### config.mk
export PLATFORM = sky130hd
export DESIGN_NAME = dcdma_top
export DESIGN_NICKNAME = d
export VERILOG_FILES = /design/src/dcdma_pkg.sv /design/src/dcdma_top.sv
export SDC_FILE = /design/constraint.sdc
export NUM_CORES = 1
export LEC_CHECK = 0
export ABC_AREA = 1
export BUFFER_PORTS_ARGS = -buffer_cell sky130_fd_sc_hd__buf_2
export CAP_MARGIN = 20
export CORE_MARGIN = 5
export CORE_UTILIZATION = 39
export CTS_CLUSTER_DIAMETER = 120
export DETAILED_ROUTE_END_ITERATION = 10
export GPL_TIMING_DRIVEN = 0
export PLACE_DENSITY = 0.59
export SETUP_SLACK_MARGIN = 0.02
export SYNTH_ARGS = -nofsm -noshare
export SYNTH_HDL_FRONTEND = slang
export SYNTH_SLANG_ARGS = --single-unit
### constraint.sdc
create_clock -name core_clk -period 11.7 [get_ports core_clk]
set_input_delay 0 -clock core_clk [delete_from_list [all_inputs] [get_ports core_clk]]
set_output_delay 0 -clock core_clk [all_outputs]
set_load 0.02 [all_outputs]
### src/dcdma_pkg.sv
// Package of constants for the dual channel byte DMA engine
package dcdma_pkg;
	// Register word indices (byte address = 4 * index)
	localparam logic [4:0] REG_SRC_LO = 5'h00;
	localparam logic [4:0] REG_SRC_HI = 5'h01;
	localparam logic [4:0] REG_DST_LO = 5'h02;
	localparam logic [4:0] REG_DST_HI = 5'h03;
	localparam logic [4:0] REG_CNT_LO = 5'h04;
	localparam logic [4:0] REG_CNT_HI = 5'h05;
	localparam logic [4:0] REG_CTRL = 5'h06;
	localparam logic [4:0] REG_CH_STRIDE = 5'h08;
	localparam logic [4:0] REG_POWER_CTRL = 5'h10;
	localparam logic [4:0] REG_EXT_CFG = 5'h11;
	// Channel control field positions
	localparam int CTRL_GO = 0;
	localparam int CTRL_DONE = 1;
	localparam int CTRL_TRANSFER_SEL = 2;
	localparam int CTRL_DEMAND_SEL = 3;
	localparam int CTRL_SRC_INC = 4;
	localparam int CTRL_SRC_SPACE = 5;
	localparam int CTRL_DST_INC = 6;
	localparam int CTRL_DST_SPACE = 7;
	localparam logic [7:0] CTRL_RESET = 8'h00;
	// Power control: bus hold role bits
	localparam int POWER_CONTROL_REG_REQ = 0;
	localparam int POWER_CONTROL_REG_ARB = 1;
	localparam logic [1:0] POWER_CONTROL_REG_RESET = 2'h0;
	localparam logic [1:0] EXT_CFG_RESET = 2'h0;
	// Operating modes {demand_sel, transfer_sel}
	localparam logic [1:0] MODE_ALT = 2'h0;
	localparam logic [1:0] MODE_BURST = 2'h1;
	localparam logic [1:0] MODE_SERIAL = 2'h2;
	localparam logic [1:0] MODE_EXT = 2'h3;
	// Timing: oscillator periods per machine cycle, core_clk is the oscillator
	localparam int OSC_PER_MC = 12;
	localparam logic [4:0] PH_SHORT = 5'(OSC_PER_MC / 2);
	localparam logic [4:0] PH_LONG = 5'(OSC_PER_MC);
	localparam logic [1:0] WAIT_AFTER_GO = 2'h2;
	localparam logic [1:0] WAIT_NEXT = 2'h1;
	// Transfer engine states
	typedef enum logic [3:0] {
		XS_IDLE = 4'b0001,
		XS_HOLD = 4'b0010,
		XS_READ = 4'b0100,
		XS_WRITE = 4'b1000
	} dcdma_xs_t;
endpackage : dcdma_pkg

### src/dcdma_top.sv
// Dual channel byte DMA engine with bus hold handshake and Avalon-MM registers
`timescale 1ns/10ps
module dcdma_top (
	input wire logic core_clk, // 25 MHz clock, also the oscillator
	input wire logic rst, // Asynchronous reset, active high
	input wire logic [4:0] avs_address, // Word address
	input wire logic avs_read, // Read request
	input wire logic avs_write, // Write request
	input wire logic [31:0] avs_writedata, // Write data, low byte used
	output logic [31:0] avs_readdata, // Read data
	output logic avs_waitrequest, // Low marks the accepting edge
	input wire logic instr_end, // Pulse: an instruction has completed
	input wire logic instr_last_mc, // Level: CPU in final machine cycle
	output logic cpu_suspend, // CPU must not execute
	input wire logic [3:0] ser_flags, // Local rx, local tx, global rx ne, global tx nf
	output logic [3:0] ser_flag_clr, // Pulse clearing the serving flag
	input wire logic [1:0] ext_irq_n, // External interrupt pins
	output logic [1:0] done_flag, // Completion flags, interrupt sources
	output logic [7:0] int_addr, // Internal RAM or SFR address
	output logic int_sfr_sel, // Internal access targets an SFR
	output logic int_rd, // Internal read pulse, data sampled at the edge ending the pulse
	output logic int_wr, // Internal write pulse
	output logic [7:0] int_wdata, // Internal write data
	input wire logic [7:0] int_rdata, // Internal read data
	input wire logic [7:0] port0_in, // Address/data bus pins in
	output logic [7:0] port0_out, // Address/data bus pins out
	output logic port0_oe, // Address/data bus drive enable
	output logic [7:0] port2_out, // High address pins
	output logic port2_oe, // High address drive enable
	output logic ale, // Address latch enable
	output logic rd_n, // External read strobe
	output logic wr_n, // External write strobe
	input wire logic hld_in, // Hold request pin in, active low
	output logic hld_out, // Hold request pin out, active low
	output logic hld_oe, // Hold request drive enable
	input wire logic bus_hold_ack_in, // Hold acknowledge pin in, active low
	output logic bus_hold_ack_out, // Hold acknowledge pin out, active low
	output logic bus_hold_ack_oe // Hold acknowledge drive enable
);
	logic [1:0] ext_s1_reg, ext_s2_reg, ext_d_reg;
	logic [1:0] hld_s1_reg, hld_s2_reg;
	logic [1:0] bus_hold_ack_s1_reg, bus_hold_ack_s2_reg;
	logic [7:0] p0_s1_reg, p0_s2_reg;
	logic [15:0] sar_reg [2];
	logic [15:0] dar_reg [2];
	logic [15:0] bcr_reg [2];
	logic [7:0] ctrl_reg [2];
	logic [1:0] wait_reg [2];
	logic [1:0] pend_reg, cont_reg, ready, ext_need;
	logic [1:0] power_control_reg_reg, ext_edge_reg;
	logic wr_acc;
	dcdma_pkg::dcdma_xs_t xs_reg;
	logic cur_reg, src_ext_reg, dst_ext_reg, hi_seen_reg, grant_reg;
	logic [1:0] upd_reg;
	logic [4:0] tcnt_reg, plen;
	logic [7:0] data_reg;
	logic [3:0] clr_sel_reg;
	logic start, pick, ext_any, blocked;

	// Two-flop synchronisers on every pin input
	always_ff @(posedge core_clk or posedge rst) begin
		if (rst) begin
			ext_s1_reg <= 2'h3;
			ext_s2_reg <= 2'h3;
			ext_d_reg <= 2'h3;
			hld_s1_reg <= 2'h3;
			hld_s2_reg <= 2'h3;
			bus_hold_ack_s1_reg <= 2'h3;
			bus_hold_ack_s2_reg <= 2'h3;
			p0_s1_reg <= 8'h00;
			p0_s2_reg <= 8'h00;
		end else begin
			ext_s1_reg <= ext_irq_n;
			ext_s2_reg <= ext_s1_reg;
			ext_d_reg <= ext_s2_reg;
			hld_s1_reg <= {1'b1, hld_in};
			hld_s2_reg <= hld_s1_reg;
			bus_hold_ack_s1_reg <= {1'b1, bus_hold_ack_in};
			bus_hold_ack_s2_reg <= bus_hold_ack_s1_reg;
			p0_s1_reg <= port0_in;
			p0_s2_reg <= p0_s1_reg;
		end
	end

	// Bus slave: waitrequest drops one clock after a request, access takes effect then
	assign wr_acc = avs_write & ~avs_waitrequest;
	always_ff @(posedge core_clk or posedge rst) begin
		if (rst) begin
			avs_waitrequest <= 1'b1;
			avs_readdata <= 32'h0000_0000;
		end else begin
			avs_waitrequest <= ~((avs_read | avs_write) & avs_waitrequest);
			if ((avs_read | avs_write) & avs_waitrequest) begin
				avs_readdata <= 32'h0000_0000;
				if (avs_address == dcdma_pkg::REG_POWER_CTRL)
					avs_readdata <= {30'h0, power_control_reg_reg};
				else if (avs_address == dcdma_pkg::REG_EXT_CFG)
					avs_readdata <= {30'h0, ext_edge_reg};
				else if (avs_address[4] == 1'b0) begin
					case (avs_address[2:0])
						3'h0: avs_readdata <= {24'h0, sar_reg[avs_address[3]][7:0]};
						3'h1: avs_readdata <= {24'h0, sar_reg[avs_address[3]][15:8]};
						3'h2: avs_readdata <= {24'h0, dar_reg[avs_address[3]][7:0]};
						3'h3: avs_readdata <= {24'h0, dar_reg[avs_address[3]][15:8]};
						3'h4: avs_readdata <= {24'h0, bcr_reg[avs_address[3]][7:0]};
						3'h5: avs_readdata <= {24'h0, bcr_reg[avs_address[3]][15:8]};
						3'h6: avs_readdata <= {24'h0, ctrl_reg[avs_address[3]]};
						default: avs_readdata <= 32'h0000_0000;
					endcase
				end
			end
		end
	end

	// Global registers: hold role and pin sensitivity
	always_ff @(posedge core_clk or posedge rst) begin
		if (rst) begin
			power_control_reg_reg <= dcdma_pkg::POWER_CONTROL_REG_RESET;
			ext_edge_reg <= dcdma_pkg::EXT_CFG_RESET;
		end else if (wr_acc) begin
			if (avs_address == dcdma_pkg::REG_POWER_CTRL)
				power_control_reg_reg <= avs_writedata[1:0];
			if (avs_address == dcdma_pkg::REG_EXT_CFG)
				ext_edge_reg <= avs_writedata[1:0];
		end
	end

	// Per-channel registers, triggers and pointer updates
	for (genvar c = 0; c < 2; c++) begin : g_ch
		logic [1:0] mode;
		logic wsel, trig, go_wr, last, fall;
		assign mode = ctrl_reg[c][dcdma_pkg::CTRL_DEMAND_SEL -: 2];
		assign wsel = wr_acc & (avs_address[4:3] == 2'(c));
		assign go_wr = wsel & (avs_address[2:0] == dcdma_pkg::REG_CTRL[2:0])
			& avs_writedata[dcdma_pkg::CTRL_GO] & ~ctrl_reg[c][dcdma_pkg::CTRL_GO];
		assign last = upd_reg[c] & (bcr_reg[c] == 16'h0001);
		assign fall = ext_d_reg[c] & ~ext_s2_reg[c];
		assign ext_need[c] = ~ctrl_reg[c][dcdma_pkg::CTRL_SRC_SPACE]
			| ~ctrl_reg[c][dcdma_pkg::CTRL_DST_SPACE];
		// Trigger source by mode
		always_comb begin
			case (mode)
				dcdma_pkg::MODE_SERIAL: trig = |ser_flags;
				dcdma_pkg::MODE_EXT: trig = ext_edge_reg[c] ? pend_reg[c] : ~ext_s2_reg[c];
				default: trig = 1'b1;
			endcase
		end
		assign ready[c] = ctrl_reg[c][dcdma_pkg::CTRL_GO] & trig
			& (cont_reg[c] | ((wait_reg[c] == dcdma_pkg::WAIT_NEXT) & instr_end))
			& ~(ext_need[c] & blocked);
		// Pointers, count and control
		always_ff @(posedge core_clk or posedge rst) begin
			if (rst) begin
				sar_reg[c] <= 16'h0000;
				dar_reg[c] <= 16'h0000;
				bcr_reg[c] <= 16'h0000;
				ctrl_reg[c] <= dcdma_pkg::CTRL_RESET;
			end else if (upd_reg[c]) begin
				if (ctrl_reg[c][dcdma_pkg::CTRL_SRC_INC])
					sar_reg[c] <= sar_reg[c] + 16'h0001;
				if (ctrl_reg[c][dcdma_pkg::CTRL_DST_INC])
					dar_reg[c] <= dar_reg[c] + 16'h0001;
				bcr_reg[c] <= bcr_reg[c] - 16'h0001;
				if (last) begin
					ctrl_reg[c][dcdma_pkg::CTRL_GO] <= 1'b0;
					ctrl_reg[c][dcdma_pkg::CTRL_DONE] <= 1'b1;
				end
			end else if (wsel) begin
				case (avs_address[2:0])
					3'h0: sar_reg[c][7:0] <= avs_writedata[7:0];
					3'h1: sar_reg[c][15:8] <= avs_writedata[7:0];
					3'h2: dar_reg[c][7:0] <= avs_writedata[7:0];
					3'h3: dar_reg[c][15:8] <= avs_writedata[7:0];
					3'h4: bcr_reg[c][7:0] <= avs_writedata[7:0];
					3'h5: bcr_reg[c][15:8] <= avs_writedata[7:0];
					3'h6: ctrl_reg[c] <= avs_writedata[7:0];
					default: ;
				endcase
			end
		end
		// Instruction waits, edge pending and back-to-back continuation
		always_ff @(posedge core_clk or posedge rst) begin
			if (rst) begin
				wait_reg[c] <= 2'h0;
				pend_reg[c] <= 1'b0;
				cont_reg[c] <= 1'b0;
			end else begin
				if (go_wr)
					wait_reg[c] <= dcdma_pkg::WAIT_AFTER_GO;
				else if (mode == dcdma_pkg::MODE_EXT && fall)
					wait_reg[c] <= instr_last_mc ? dcdma_pkg::WAIT_AFTER_GO
						: dcdma_pkg::WAIT_NEXT;
				else if (upd_reg[c])
					wait_reg[c] <= dcdma_pkg::WAIT_NEXT;
				else if (instr_end && wait_reg[c] > dcdma_pkg::WAIT_NEXT)
					wait_reg[c] <= wait_reg[c] - 2'h1;
				if (fall && ext_edge_reg[c])
					pend_reg[c] <= 1'b1;
				else if (start && pick == 1'(c))
					pend_reg[c] <= 1'b0;
				if (upd_reg[c])
					cont_reg[c] <= ~last & ((mode == dcdma_pkg::MODE_BURST)
						| ((mode == dcdma_pkg::MODE_EXT) & ~ext_edge_reg[c]));
				else if (~trig)
					cont_reg[c] <= 1'b0;
			end
		end
	end

	// Hold gating of external transfers in arbiter role
	assign blocked = power_control_reg_reg[dcdma_pkg::POWER_CONTROL_REG_ARB] & (grant_reg | ~hld_s2_reg[0]);
	assign pick = ~ready[0];
	assign start = (xs_reg == dcdma_pkg::XS_IDLE) & (|ready) & ~(|upd_reg);
	assign ext_any = src_ext_reg | dst_ext_reg;
	assign plen = (src_ext_reg & dst_ext_reg) ? dcdma_pkg::PH_LONG : dcdma_pkg::PH_SHORT;

	// Transfer engine: hold wait, read phase, write phase
	always_ff @(posedge core_clk or posedge rst) begin
		if (rst) begin
			xs_reg <= dcdma_pkg::XS_IDLE;
			cur_reg <= 1'b0;
			src_ext_reg <= 1'b0;
			dst_ext_reg <= 1'b0;
			tcnt_reg <= 5'h00;
			upd_reg <= 2'h0;
			data_reg <= 8'h00;
			clr_sel_reg <= 4'h0;
		end else begin
			upd_reg <= 2'h0;
			tcnt_reg <= tcnt_reg + 5'h01;
			case (xs_reg)
				dcdma_pkg::XS_IDLE: begin
					if (start) begin
						cur_reg <= pick;
						src_ext_reg <= ~ctrl_reg[pick][dcdma_pkg::CTRL_SRC_SPACE];
						dst_ext_reg <= ~ctrl_reg[pick][dcdma_pkg::CTRL_DST_SPACE];
						clr_sel_reg <= ser_flags & ~(ser_flags - 4'h1);
						tcnt_reg <= 5'h00;
						xs_reg <= (ext_need[pick] & power_control_reg_reg[dcdma_pkg::POWER_CONTROL_REG_REQ])
							? dcdma_pkg::XS_HOLD : dcdma_pkg::XS_READ;
					end
				end
				dcdma_pkg::XS_HOLD: begin
					tcnt_reg <= 5'h00;
					if (~hld_out & ~bus_hold_ack_s2_reg[0])
						xs_reg <= dcdma_pkg::XS_READ;
				end
				dcdma_pkg::XS_READ: begin
					if (~src_ext_reg && tcnt_reg == 5'h01)
						data_reg <= int_rdata;
					if (src_ext_reg && tcnt_reg == plen - 5'h01)
						data_reg <= p0_s2_reg;
					if (tcnt_reg == plen - 5'h01) begin
						tcnt_reg <= 5'h00;
						xs_reg <= dcdma_pkg::XS_WRITE;
					end
				end
				dcdma_pkg::XS_WRITE: begin
					if (tcnt_reg == plen - 5'h01) begin
						upd_reg <= cur_reg ? 2'b10 : 2'b01;
						xs_reg <= dcdma_pkg::XS_IDLE;
					end
				end
				default: xs_reg <= dcdma_pkg::XS_IDLE;
			endcase
		end
	end

	// Pin and strobe outputs sequenced within each phase
	always_ff @(posedge core_clk or posedge rst) begin
		if (rst) begin
			port0_out <= 8'h00;
			port0_oe <= 1'b0;
			port2_out <= 8'h00;
			port2_oe <= 1'b0;
			ale <= 1'b0;
			rd_n <= 1'b1;
			wr_n <= 1'b1;
			int_addr <= 8'h00;
			int_sfr_sel <= 1'b0;
			int_rd <= 1'b0;
			int_wr <= 1'b0;
			int_wdata <= 8'h00;
		end else begin
			int_rd <= 1'b0;
			int_wr <= 1'b0;
			ale <= 1'b0;
			if (xs_reg == dcdma_pkg::XS_READ && tcnt_reg == 5'h00) begin
				if (src_ext_reg) begin
					port0_out <= sar_reg[cur_reg][7:0];
					port0_oe <= 1'b1;
					port2_out <= sar_reg[cur_reg][15:8];
					port2_oe <= 1'b1;
					ale <= 1'b1;
				end else begin
					int_addr <= sar_reg[cur_reg][7:0];
					int_sfr_sel <= ~ctrl_reg[cur_reg][dcdma_pkg::CTRL_SRC_INC];
					int_rd <= 1'b1;
				end
			end
			if (xs_reg == dcdma_pkg::XS_READ && src_ext_reg && tcnt_reg == 5'h01) begin
				port0_oe <= 1'b0;
				rd_n <= 1'b0;
			end
			if (xs_reg == dcdma_pkg::XS_READ && tcnt_reg == plen - 5'h01)
				rd_n <= 1'b1;
			if (xs_reg == dcdma_pkg::XS_WRITE && tcnt_reg == 5'h00) begin
				if (dst_ext_reg) begin
					port0_out <= dar_reg[cur_reg][7:0];
					port0_oe <= 1'b1;
					port2_out <= dar_reg[cur_reg][15:8];
					port2_oe <= 1'b1;
					ale <= 1'b1;
				end else begin
					int_addr <= dar_reg[cur_reg][7:0];
					int_sfr_sel <= ~ctrl_reg[cur_reg][dcdma_pkg::CTRL_DST_INC];
					int_wdata <= data_reg;
					int_wr <= 1'b1;
				end
			end
			if (xs_reg == dcdma_pkg::XS_WRITE && dst_ext_reg && tcnt_reg == 5'h01) begin
				port0_out <= data_reg;
				wr_n <= 1'b0;
			end
			if (xs_reg == dcdma_pkg::XS_WRITE && tcnt_reg == plen - 5'h02)
				wr_n <= 1'b1;
			if (xs_reg == dcdma_pkg::XS_WRITE && tcnt_reg == plen - 5'h01) begin
				port0_oe <= 1'b0;
				port2_oe <= 1'b0;
			end
		end
	end

	// Hold handshake, CPU suspension, flag clears and done outputs
	always_ff @(posedge core_clk or posedge rst) begin
		if (rst) begin
			hld_out <= 1'b1;
			hld_oe <= 1'b0;
			bus_hold_ack_out <= 1'b1;
			bus_hold_ack_oe <= 1'b0;
			hi_seen_reg <= 1'b0;
			grant_reg <= 1'b0;
			cpu_suspend <= 1'b0;
			ser_flag_clr <= 4'h0;
			done_flag <= 2'h0;
		end else begin
			hld_oe <= power_control_reg_reg == 2'h1;
			bus_hold_ack_oe <= power_control_reg_reg == 2'h2;
			if (bus_hold_ack_s2_reg[0])
				hi_seen_reg <= 1'b1;
			else if (xs_reg == dcdma_pkg::XS_READ)
				hi_seen_reg <= 1'b0;
			if (xs_reg == dcdma_pkg::XS_HOLD && hi_seen_reg)
				hld_out <= 1'b0;
			else if (xs_reg == dcdma_pkg::XS_IDLE)
				hld_out <= 1'b1;
			if (~power_control_reg_reg[dcdma_pkg::POWER_CONTROL_REG_ARB] | hld_s2_reg[0])
				grant_reg <= 1'b0;
			else if (~((xs_reg != dcdma_pkg::XS_IDLE) & ext_any))
				grant_reg <= 1'b1;
			bus_hold_ack_out <= ~grant_reg;
			cpu_suspend <= (xs_reg == dcdma_pkg::XS_READ) | (xs_reg == dcdma_pkg::XS_WRITE)
				| (|cont_reg);
			ser_flag_clr <= 4'h0;
			if (|upd_reg && ctrl_reg[cur_reg][dcdma_pkg::CTRL_DEMAND_SEL -: 2]
				== dcdma_pkg::MODE_SERIAL)
				ser_flag_clr <= clr_sel_reg;
			done_flag <= {ctrl_reg[1][dcdma_pkg::CTRL_DONE], ctrl_reg[0][dcdma_pkg::CTRL_DONE]};
		end
	end

	// Checks: clock count per byte
	logic [5:0] xlen_reg;
	always_ff @(posedge core_clk or posedge rst) begin
		if (rst)
			xlen_reg <= 6'h00;
		else if (xs_reg == dcdma_pkg::XS_READ || xs_reg == dcdma_pkg::XS_WRITE)
			xlen_reg <= xlen_reg + 6'h01;
		else
			xlen_reg <= 6'h00;
	end
	AST_ONE_MC: assert property (@(posedge core_clk) disable iff (rst)
		(|upd_reg && !(src_ext_reg && dst_ext_reg)) |-> xlen_reg == 6'd12)
		else $error("single byte did not take twelve clocks");
	AST_TWO_MC: assert property (@(posedge core_clk) disable iff (rst)
		(|upd_reg && src_ext_reg && dst_ext_reg) |-> xlen_reg == 6'd24)
		else $error("external pair byte did not take two machine cycles");
	AST_SRC_INC: assert property (@(posedge core_clk) disable iff (rst)
		(upd_reg[0] && ctrl_reg[0][4]) |=> sar_reg[0] == $past(sar_reg[0]) + 16'h0001)
		else $error("source pointer not incremented");
	AST_DST_KEEP: assert property (@(posedge core_clk) disable iff (rst)
		(upd_reg[1] && !ctrl_reg[1][6]) |=> $stable(dar_reg[1]))
		else $error("destination pointer moved without increment");
	AST_DONE: assert property (@(posedge core_clk) disable iff (rst)
		(upd_reg[0] && bcr_reg[0] == 16'h0001) |=> (ctrl_reg[0][1] && !ctrl_reg[0][0])
		##1 done_flag[0])
		else $error("completion not flagged");
	AST_FLAG_CLR: assert property (@(posedge core_clk) disable iff (rst)
		(|upd_reg && ctrl_reg[cur_reg][3:2] == 2'h2 && |clr_sel_reg) |=> |ser_flag_clr)
		else $error("serial trigger flag not cleared");
	AST_REQ_WAIT: assert property (@(posedge core_clk) disable iff (rst)
		($rose(xs_reg == dcdma_pkg::XS_READ) && ext_any && power_control_reg_reg == 2'h1)
		|-> !hld_out && $past(!bus_hold_ack_s2_reg[0]))
		else $error("external byte began without acknowledge");
	AST_ARB_BLOCK: assert property (@(posedge core_clk) disable iff (rst)
		($rose(xs_reg == dcdma_pkg::XS_READ) && ext_any && power_control_reg_reg == 2'h2)
		|-> $past(hld_s2_reg[0]) && bus_hold_ack_out)
		else $error("external byte began while hold granted");
	AST_PRIO: assert property (@(posedge core_clk) disable iff (rst)
		(start && ready[0]) |=> cur_reg == 1'b0)
		else $error("channel one served before channel zero");
	AST_SUSPEND: assert property (@(posedge core_clk) disable iff (rst)
		(xs_reg == dcdma_pkg::XS_WRITE) |=> cpu_suspend)
		else $error("CPU not suspended during byte");
	COV_BURST: cover property (@(posedge core_clk) disable iff (rst)
		|upd_reg && |cont_reg);
	COV_EXT_PAIR: cover property (@(posedge core_clk) disable iff (rst)
		|upd_reg && src_ext_reg && dst_ext_reg);
	COV_HOLD: cover property (@(posedge core_clk) disable iff (rst)
		xs_reg == dcdma_pkg::XS_HOLD ##1 xs_reg == dcdma_pkg::XS_READ);
	COV_BOTH: cover property (@(posedge core_clk) disable iff (rst) start && &ready);
endmodule : dcdma_top

==> results.md, run 1 <==
- Iteration-0 DRC Markers: 1474
- GR Util All Layers: 26.07%
- Post-detail-place hpwl: 38810 um
- Tcrit/Tclk final: 21.56%
- Slew Limit Fails: 0
- Routed wire length: 51650 um
- Count leader, synth: nand2_1
- CP Class: reg -> reg
- Worst hold-check path type: in -> reg
- Num rows: 68
- Layout fillers: 3479
- Critical path required time: 12.18 ns
- Post-layout power: 3113 uW
- First-pass GRT wire length: 79070 um
- Worst slew pin tran: 1.053 ns
- Hold Slack: 0.02847 ns
- Commonest cells post-synth: 441 x nand2_1, 251 x o21ai_0, 237 x inv_1
- Final setup viols: 0
- Placer congestion estimate: 1.025
- EDFF count, synth: 0
- Die W: 197.4 um
- Synth Instances: 1871
- Worst Path Max Fanout: 10
- Layout Skew: 0.01275 ns
- # placed instances: 2453
- Final min period: 2.523 ns
- Setup bufs post-CTS: 0
- CTS tree: yes
- NumNets Final: 2148
- Post-synthesis cell type count: 52
- CTS H-tree depth: 1
- Area delta synth->final: 18.85%
- Max-slew headroom: 29.57%
- Leading post-synthesis cells by cell area: dfrtp_1 41%, nand2_1 12%, o21ai_0 9.2%
- Syn avg cell area: 7.323 um^2
- Antenna-violating nets left: 0
- Worst setup SP type: flop
- Wirelength per Cell: 20.29 um
- Dominant cell type by area after synthesis: dfrtp_1
- Skew-Pair Late Insertion Delay: 0.56 ns
- CTS root buffer: clkbuf_16
- Synthesized cell area: 13700 um^2
- TritonCTS Sinks: 238
- Clock buffer depth: 3
- I/O Buffers: 102
- Die area: 38980 um^2
- Final Hold Vio Count: 0
- Total number of vias: 13850
- Pwr dens: 191.2 nW/um^2
- CTS clk-pin slew, worst paths: 0.06 ns
- Yosys warnings: 0
- Maximum vdd drop: 105.3 uV
- Static Leak: 0.007923 uW
- Vias in the first global route: 13110
- Fmax: 396.4 MHz
- FF+latch count, synth: 238
- Design area: 16280 um^2
- Post-synth top flop: dfrtp_1
- Resized cells post-CTS: 0
- Unrepaired setup endpoints after global routing: no
- Inserted Diodes: 0
- Crit end category: flop
- Total CTS buffers: 28
- Cell Area, Placed: 14930 um^2
- Initial antenna violation count: 1
- Total congestion overflow: 0
- Setup TNS: 0 ns
- Non-Filler Instances: 2545
- DRC Markers: 0
- Ports: 151
- Async SR Flop Fraction: 100.0%
- MaxCap Viol Count: 0
- Largest net degree at the start of global routing: 88
- Drt pass-1 iters: 7
- Core area: 34630 um^2
- Share of Yosys cell area claimed by the top area cell type: 40.55%
- Height of the die: 197.4 um
- Vias per cell: 5.442
- Register area share after synthesis: 43.62%
- Status: finished, final reports clean
- Critical Path AT: 3.00 ns
- Share of cells above drive strength 1: 11.77%
- Initial core utilization: 39.56%
-- where the power goes --
group	switching (uW)	leakage [uW]	internal [uW]	total, uW
Clock	372	0.000461	545	916
Sequential	189	0.00279	1020	1210
Combinational	668	0.00467	316	984
Total	1230	0.00792	1880	3110
-- layout make-up --
class	instances	area, um^2	area share (%)
tap	455	569.3	3.496
clock inverter	12	146.4	0.8990
sequential	238	5976	36.70
multi-input combinational	1335	6452	39.63
inverter	244	923.4	5.671
clock buffer	40	807.0	4.956
buffer	77	442.9	2.720
timing repair buffer	144	965.9	5.932
-- what timing repair did --
action                     CTS  global route
hold buffers                40             0
hold endpoints to repair   141             0
setup endpoints to repair    0             0
-- layer usage --
metal	GRT usage [%]	share of wire, %	routed length [um]
met5	0	0	0
met3	4.315	9.1	4714
met4	8.654	3.7	1924
met2	40.46	44	22670
met1	37.24	43	22340
-- cells by family (layout without fill, tap and decap cells) --
family                     count (synthesis)  after routing  synth area share [%]
other                                      1             24               0.02737
xor gates and xnor gates                  21             21                 1.397
and+or+nand+nor                          827            827                 25.29
DFF                                      238            238                 43.62
adders and majority gates                 13             13                 1.187
AOI/OAI and AO/OA                        450            450                 18.57
buffers and inverters                    321            517                 9.918
-- layout by cell type (no fill, tap or decap), drive strengths merged --
master,instances
a31oi,19
nand3,104
o21bai,6
clkinvlp,3
o21a,1
nor3,29
dlygate4sd3,40
dfstp,16
xnor2,2
nor4,2
a21boi,2
clkinv,8
o31ai,7
o221ai,6
inv,242
buf,152
conb,24
xor2,19
o211ai,16
a32o,4
a22o,1
o21ai,257
o2111ai,1
a21oi,92
nand4,27
clkbuf,69
ha,13
a22oi,19
and3,1
nand3b,5
bufinv,3
nand2,445
o22ai,12
a211oi,6
nor2,214
a311oi,1
dfrtp,222
-- worst paths after layout --
| check | from | end | slack [ns] | cells after the start |
|---|---|---|---|---|
| max | wait_reg[3] | clr_sel_reg[3] | 9.18 | 11 |
| min | avs_writedata[5] | dar_reg[13] | 0.03 | 5 |
| max reg2reg | wait_reg[3] | clr_sel_reg[3] | 9.18 | 11 |
| min reg2reg | p0_s1_reg[2] | p0_s2_reg[2] | 0.35 | 0 |
| max in group asynchronous | rst | dar_reg[15] | 10.39 | 5 |
| min in group asynchronous | rst | ser_flag_clr[0] | 0.05 | 3 |
-- through the flow --
| step | utilization (%) | worst slack, ns |
|---|---|---|
| floorplan | - | 5.195 |
| global placement | 42.93 | 2.069 |
| detailed placement | 43.11 | 9.351 |
| CTS | 47.02 | 9.163 |
| global route | 47.02 | 8.852 |
| finish | 47.02 | 9.177 |
-- critical path, cell delays in order, from the launching register on --
cell	delay (ns)
dfrtp_1	0.36
inv_1	0.09
ha_1	0.18
nand2_1	0.08
a21oi_1	0.16
nand2_1	0.09
nor2_1	0.30
nand2_1	0.26
nand2_2	0.22
nand3_1	0.09
dlygate4sd3_1	0.55
o21ai_0	0.06
Power figures use the tool's default switching activity.
==> inputs of run 2 (changes only) <==
clock period = 2.5 ns   (was 11.7 ns; I/O delays follow)
==> results.md, run 2 (synthesis gave the netlist of run 1 again) <==
- Status: finished, final reports clean (unchanged)
- Sw frac: 38.94% (was 39.47%)
- Initial antenna violation count: 1 (unchanged)
- Fmax: 425.8 MHz (was 396.4 MHz)
- Post-detail-place hpwl: 39530 um (was 38810 um)
- Height of the die: 197.4 um (unchanged)
- Critical Path AT: 2.83 ns (was 3.00 ns)
- Max-slew headroom: 23.82% (was 29.57%)
- Final setup margin: 0.1517 ns (was 9.177 ns)
- Layout Skew: 0.01180 ns (was 0.01275 ns)
- Sw power: 5806 uW (was 1229 uW)
- Inserted Diodes: 0 (unchanged)
- Final setup viols: 0 (unchanged)
- Dpl ws: 0.1231 ns (was 9.351 ns)
- Largest net degree at the start of global routing: 41 (was 88)
- Worst hold-check path type: in -> reg (unchanged)
- DRC Markers: 0 (unchanged)
- Vias in the first global route: 13460 (was 13110)
- Met1 GRT Util: 38.27% (was 37.24%)
- Endpoint of the worst register-to-register path: dar_reg[29] (was clr_sel_reg[3])
- Skew-Pair Late Insertion Delay: 0.57 ns (was 0.56 ns)
- Die area: 38980 um^2 (unchanged)
- CP max stage delay: 0.61 ns (was 0.55 ns)
- Total number of vias: 14050 (was 13850)
- Setup TNS: 0 ns (unchanged)
- CTS H-tree depth: 1 (unchanged)
- Critical Path End: dar_reg[29] (was clr_sel_reg[3])
- Static Leak: 0.007993 uW (was 0.007923 uW)
- CTS clk-pin slew, worst paths: 0.07 ns (was 0.06 ns)
- Setup slack, reg-to-reg: 0.15 ns (was 9.18 ns)
- Cell Chain, Critical Path: nor2_2 -> nand3_1 -> inv_1 -> o21ai_0 -> buf_2 -> nor2_1 -> a22oi_1 (was inv_1 -> ha_1 -> nand2_1 -> a21oi_1 -> nand2_1 -> nor2_1 -> nand2_1 -> nand2_2 -> nand3_1 -> dlygate4sd3_1 -> o21ai_0)
- Global Route met2 Usage: 40.40% (was 40.46%)
- Setup bufs post-CTS: 0 (unchanged)
- Drt pass-1 iters: 6 (was 7)
- Unrepaired setup endpoints after global routing: no (unchanged)
- Bufs and invs on worst path: 2 (unchanged)
- Clock buffer depth: 3 (unchanged)
- Core area: 34630 um^2 (unchanged)
- Wirelength per Cell: 20.60 um (was 20.29 um)
- MaxCap Viol Count: 0 (unchanged)
- Final Util: 47.49% (was 47.02%)
- NumNets Final: 2152 (was 2148)
- Post-layout power: 14910 uW (was 3113 uW)
- Worst Path Max Fanout: 10 (unchanged)
- I/O Buffers: 102 (unchanged)
- Routed wire length: 52480 um (was 51650 um)
- Tcrit/Tclk final: 93.93% (was 21.56%)
- CP Class: reg -> reg (unchanged)
- Iteration-0 DRC Markers: 1700 (was 1474)
- Pint: 9102 uW (was 1884 uW)
- Initial core utilization: 39.56% (unchanged)
- Slew Limit Fails: 0 (unchanged)
- Antenna-violating nets left: 0 (unchanged)
- Hold Slack: 0.06223 ns (was 0.02847 ns)
- Area delta synth->final: 20.02% (was 18.85%)
- Maximum vdd drop: 613.9 uV (was 105.3 uV)
- Pwr dens: 906.7 nW/um^2 (was 191.2 nW/um^2)
- CP Depth: 7 (was 11)
- FF-to-FF Start: avs_waitrequest (was wait_reg[3])
- Comb power frac: 31.1% (was 31.6%)
- CTS tree: yes (unchanged)
- Final min period: 2.348 ns (was 2.523 ns)
- Ports: 151 (unchanged)
- Met3 Use GR: 4.622% (was 4.315%)
- Share of cells above drive strength 1: 12.47% (was 11.77%)
- Vias per cell: 5.512 (was 5.442)
- GRT Max-Usage Layer: met2 (unchanged)
- FF-to-FF path depth: 7 (was 11)
- Cell family contributing the most delay on the critical path: compound AO/OA/AOI/OAI gates (was simple AND/OR/NAND/NOR gates)
- TritonCTS Sinks: 238 (unchanged)
- CTS root buffer: clkbuf_16 (unchanged)
- Critical path required time: 2.98 ns (was 12.18 ns)
- Flop pwr share: 38.1% (was 39.0%)
- Layout fillers: 3528 (was 3479)
- Total CTS buffers: 29 (was 28)
- GR Util All Layers: 26.77% (was 26.07%)
- Worst setup SP type: flop (unchanged)
- CP max stage cell: o21ai_0 (was dlygate4sd3_1)
- Die W: 197.4 um (unchanged)
- Final Hold Vio Count: 0 (unchanged)
- Commonest cells after routing, fill and taps aside: 441 x nand2_1, 251 x o21ai_0, 236 x inv_1 (unchanged)
- Num rows: 68 (unchanged)
- WHS Path Cells: 2 (was 5)
- Placer congestion estimate: 1.057 (was 1.025)
- First-pass GRT wire length: 80850 um (was 79070 um)
- Commonest non-fill, non-tap cell in the layout: nand2_1 (unchanged)
- Total congestion overflow: 0 (unchanged)
- Clock share of power: 30.8% (was 29.4%)
- Crit end category: flop (unchanged)
- Worst slew pin tran: 1.139 ns (was 1.053 ns)
- Critical path origin: avs_waitrequest (was wait_reg[3])
run 2: per-stage QoR:
stage,area [um^2],cells
floorplan,13790,1894
global placement,14870,2451
detailed placement,14990,2457
CTS,16430,2549
global route,16440,2548
finish,16440,2548
run 2: worst min path at each step:
| stage | from | to |
|---|---|---|
| 4_1_cts | port0_in[6] | p0_s1_reg[6] |
| 2_1_floorplan | bus_hold_ack_in | bus_hold_ack_s1_reg[0] |
| 5_1_grt | port0_in[6] | p0_s1_reg[6] |
| 3_3_place_gp | hld_in | hld_s1_reg[0] |
| 3_5_place_dp | port0_in[2] | p0_s1_reg[2] |
| 6_report | port0_in[6] | p0_s1_reg[6] |
run 2: routing by layer:
metal  vias up  wire, um
met3       142      4907
met4         0      2595
met5         -         0
li1       6503         -
met2       693     22580
met1      6707     22400
run 2: final cells by class:
type                       instances  area (um^2)  area share [%]
multi-input combinational       1335         6469           39.34
sequential                       238         5976           36.34
timing repair buffer             148         1031           6.270
inverter                         244        919.6           5.593
clock buffer                      33        770.7           4.687
tap                              455        569.3           3.462
buffer                            76        444.2           2.701
clock inverter                    19        264.0           1.606
run 2: power groups by stage:
stage / Combinational (uW) / Clock [uW] / Sequential (uW)
after global placement: 4400 / 0 / 5700
final: 4640 / 4590 / 5680
after global routing: 5210 / 4830 / 5780
after detailed placement: 4510 / 0 / 5710
after CTS: 4590 / 4670 / 5660
after floorplan: 2800 / 0 / 5750
run 2: worst reg2reg max path, cell delays in order, from the launching register on:
cell	delay, ns
dfstp_2	0.60
nor2_2	0.08
nand3_1	0.27
inv_1	0.11
o21ai_0	0.61
buf_2	0.34
nor2_1	0.07
a22oi_1	0.18
run 2: what timing repair did:
action	in CTS	in global routing
hold buffers	40	0
gates resized for setup	0	10
setup endpoints to repair	0	8
endpoints found under the hold margin	145	0
==> inputs of run 3 (changes only) <==
CORE_UTILIZATION = 55   (was 39)
PLACE_DENSITY = 0.78   (was 0.59)
==> results.md, run 3 (synthesis gave the netlist of run 1 again) <==
- Status: finished, final reports clean (unchanged)
- NumNets Final: 2154 (was 2152)
- CTS H-tree depth: 1 (unchanged)
- Bufs and invs on worst path: 3 (was 2)
- Static Leak: 0.007955 uW (was 0.007993 uW)
- Initial core utilization: 56.17% (was 39.56%)
- Unrepaired setup endpoints after global routing: no (unchanged)
- CTS tree: yes (unchanged)
- Total number of vias: 14200 (was 14050)
- GR Util All Layers: 34.77% (was 26.77%)
- Layout Skew: 0.008736 ns (was 0.01180 ns)
- Most frequent cell on the critical path: clkbuf_1
- Post-detail-place hpwl: 37690 um (was 39530 um)
- Skew-Pair Late Insertion Delay: 0.54 ns (was 0.57 ns)
- Area delta synth->final: 18.06% (was 20.02%)
- DRC Markers: 0 (unchanged)
- Commonest cells after routing, fill and taps aside: 441 x nand2_1, 251 x o21ai_0, 236 x inv_1 (unchanged)
- Hold Slack: 0.07851 ns (was 0.06223 ns)
- Commonest non-fill, non-tap cell in the layout: nand2_1 (unchanged)
- Final min period: 2.498 ns (was 2.348 ns)
- Iteration-0 DRC Markers: 1617 (was 1700)
- Core area: 24390 um^2 (was 34630 um^2)
- CTS clk-pin slew, worst paths: 0.06 ns (was 0.07 ns)
- Slew Limit Fails: 0 (unchanged)
- Ports: 151 (unchanged)
- FF-to-FF path depth: 5 (was 7)
- Max-slew headroom: 28.96% (was 23.82%)
- Fmax: 400.3 MHz (was 425.8 MHz)
- Metal-1 WL: 20490 um (was 22400 um)
- Setup TNS: 0 ns (unchanged)
- Routed wire length: 49820 um (was 52480 um)
- Maximum vdd drop: 608.2 uV (was 613.9 uV)
- Inserted Diodes: 0 (unchanged)
- Cell Area, Placed: 14840 um^2 (was 14990 um^2)
- Tcrit/Tclk final: 99.92% (was 93.93%)
- DR WL met2: 22320 um (was 22580 um)
- Wirelength per Cell: 20.61 um (was 20.60 um)
- Clock buffer depth: 3 (unchanged)
- CTS root buffer: clkbuf_16 (unchanged)
- I/O Buffers: 102 (unchanged)
- Final Hold Vio Count: 0 (unchanged)
- Initial antenna violation count: 0 (was 1)
- Height of the die: 167.8 um (was 197.4 um)
- Worst setup SP type: flop (unchanged)
- CP Class: reg -> reg (unchanged)
- Cell family contributing the most delay on the critical path: buffers and inverters (was compound AO/OA/AOI/OAI gates)
- Placer congestion estimate: 1.071 (was 1.057)
- Worst hold-check path type: in -> async (was in -> reg)
- Critical path required time: 2.94 ns (was 2.98 ns)
- Worst slew pin tran: 1.062 ns (was 1.139 ns)
- Total congestion overflow: 0 (unchanged)
- Largest net degree at the start of global routing: 45 (was 41)
- Num rows: 57 (was 68)
- CP max stage cell: clkbuf_1 (was o21ai_0)
- Critical Path AT: 2.94 ns (was 2.83 ns)
- Crit end category: flop (unchanged)
- Die area: 28170 um^2 (was 38980 um^2)
- Vias in the first global route: 13420 (was 13460)
- Final setup viols: 0 (unchanged)
- First-pass GRT wire length: 76690 um (was 80850 um)
- Pwr dens: 889.4 nW/um^2 (was 906.7 nW/um^2)
- Vias per cell: 5.877 (was 5.512)
- Worst Path Max Fanout: 10 (unchanged)
- Die W: 167.8 um (was 197.4 um)
- Total CTS buffers: 27 (was 29)
- Cell Chain, Critical Path: buf_2 -> clkbuf_1 -> clkbuf_1 -> o2111ai_1 -> o31ai_1 (was nor2_2 -> nand3_1 -> inv_1 -> o21ai_0 -> buf_2 -> nor2_1 -> a22oi_1)
- Design area: 16180 um^2 (was 16440 um^2)
- MaxCap Viol Count: 0 (unchanged)
- Final Util: 66.32% (was 47.49%)
- Routed wl met3: 4440 um (was 4907 um)
- CP Depth: 5 (was 7)
- TritonCTS Sinks: 238 (unchanged)
- Highest routed layer: met4 (unchanged)
- Antenna-violating nets left: 0 (unchanged)
- Share of cells above drive strength 1: 12.04% (was 12.47%)
- Drt pass-1 iters: 8 (was 6)
- CP max stage delay: 0.74 ns (was 0.61 ns)
[run 3: cell types whose count changed in the layout (fill, tap and decap cells not counted), moves of 3 or more]
cell	before	now
bufinv_16	6	3
clkbuf_1	26	30
clkinvlp_4	7	3
dlygate4sd3_1	40	43
[run 3: power breakdown]
group	internal, uW	total, uW	switching, uW
combinational	1500	4670	3170
sequential	4790	5660	866
clock	2430	4060	1630
total	8710	14400	5670
[run 3: path summary, 6_finish.rpt]
kind,from,endpoint,slack (ns)
worst max-delay path,upd_reg[0],cont_reg[0],0.002
worst min-delay path,rst,clr_sel_reg[3],0.08
worst max register to register,upd_reg[0],cont_reg[0],0.002
worst min register to register,p0_s1_reg[6],p0_s2_reg[6],0.35
max in group asynchronous,rst,sar_reg[13],1.29
min in group core_clk,avs_address[2],avs_readdata[1],0.08
[run 3: layer usage]
layer  global-route usage, %  vias up
li1                        -     6518
met1                   48.12     6760
met2                   55.28      767
met3                   5.205      159
met4                   14.15        0
met5                       0        -
[run 3: layout make-up]
class,instances,area (um^2)
timing repair buffer,152,1072
buffer,76,439.2
tap,324,405.4
multi-input combinational,1335,6459
clock inverter,13,148.9
sequential,238,5976
fill,2193,8215
inverter,244,919.6
clock buffer,35,755.7
[run 3: per-stage QoR]
stage / total power, uW / setup slack [ns] / instances
global placement: 10010 / -2.067 / 2320
floorplan: 8558 / -0.6068 / 1894
CTS: 14290 / 0.05204 / 2418
detailed placement: 10150 / 0.1550 / 2327
finish: 14390 / 0.001922 / 2417
global route: 15210 / 0.02880 / 2417
[run 3: tightest hold or removal path, stage by stage]
cell,delay (ns)
dlygate4sd3_1,0.53
buf_2,0.14
clkinvlp_4,0.40
[run 3: repair_timing]
action	in CTS	in global routing
gates resized for setup	0	1
endpoints found under the hold margin	118	0
endpoints found under the setup margin	0	3
setup buffers	0	0
hold buffers	43	0
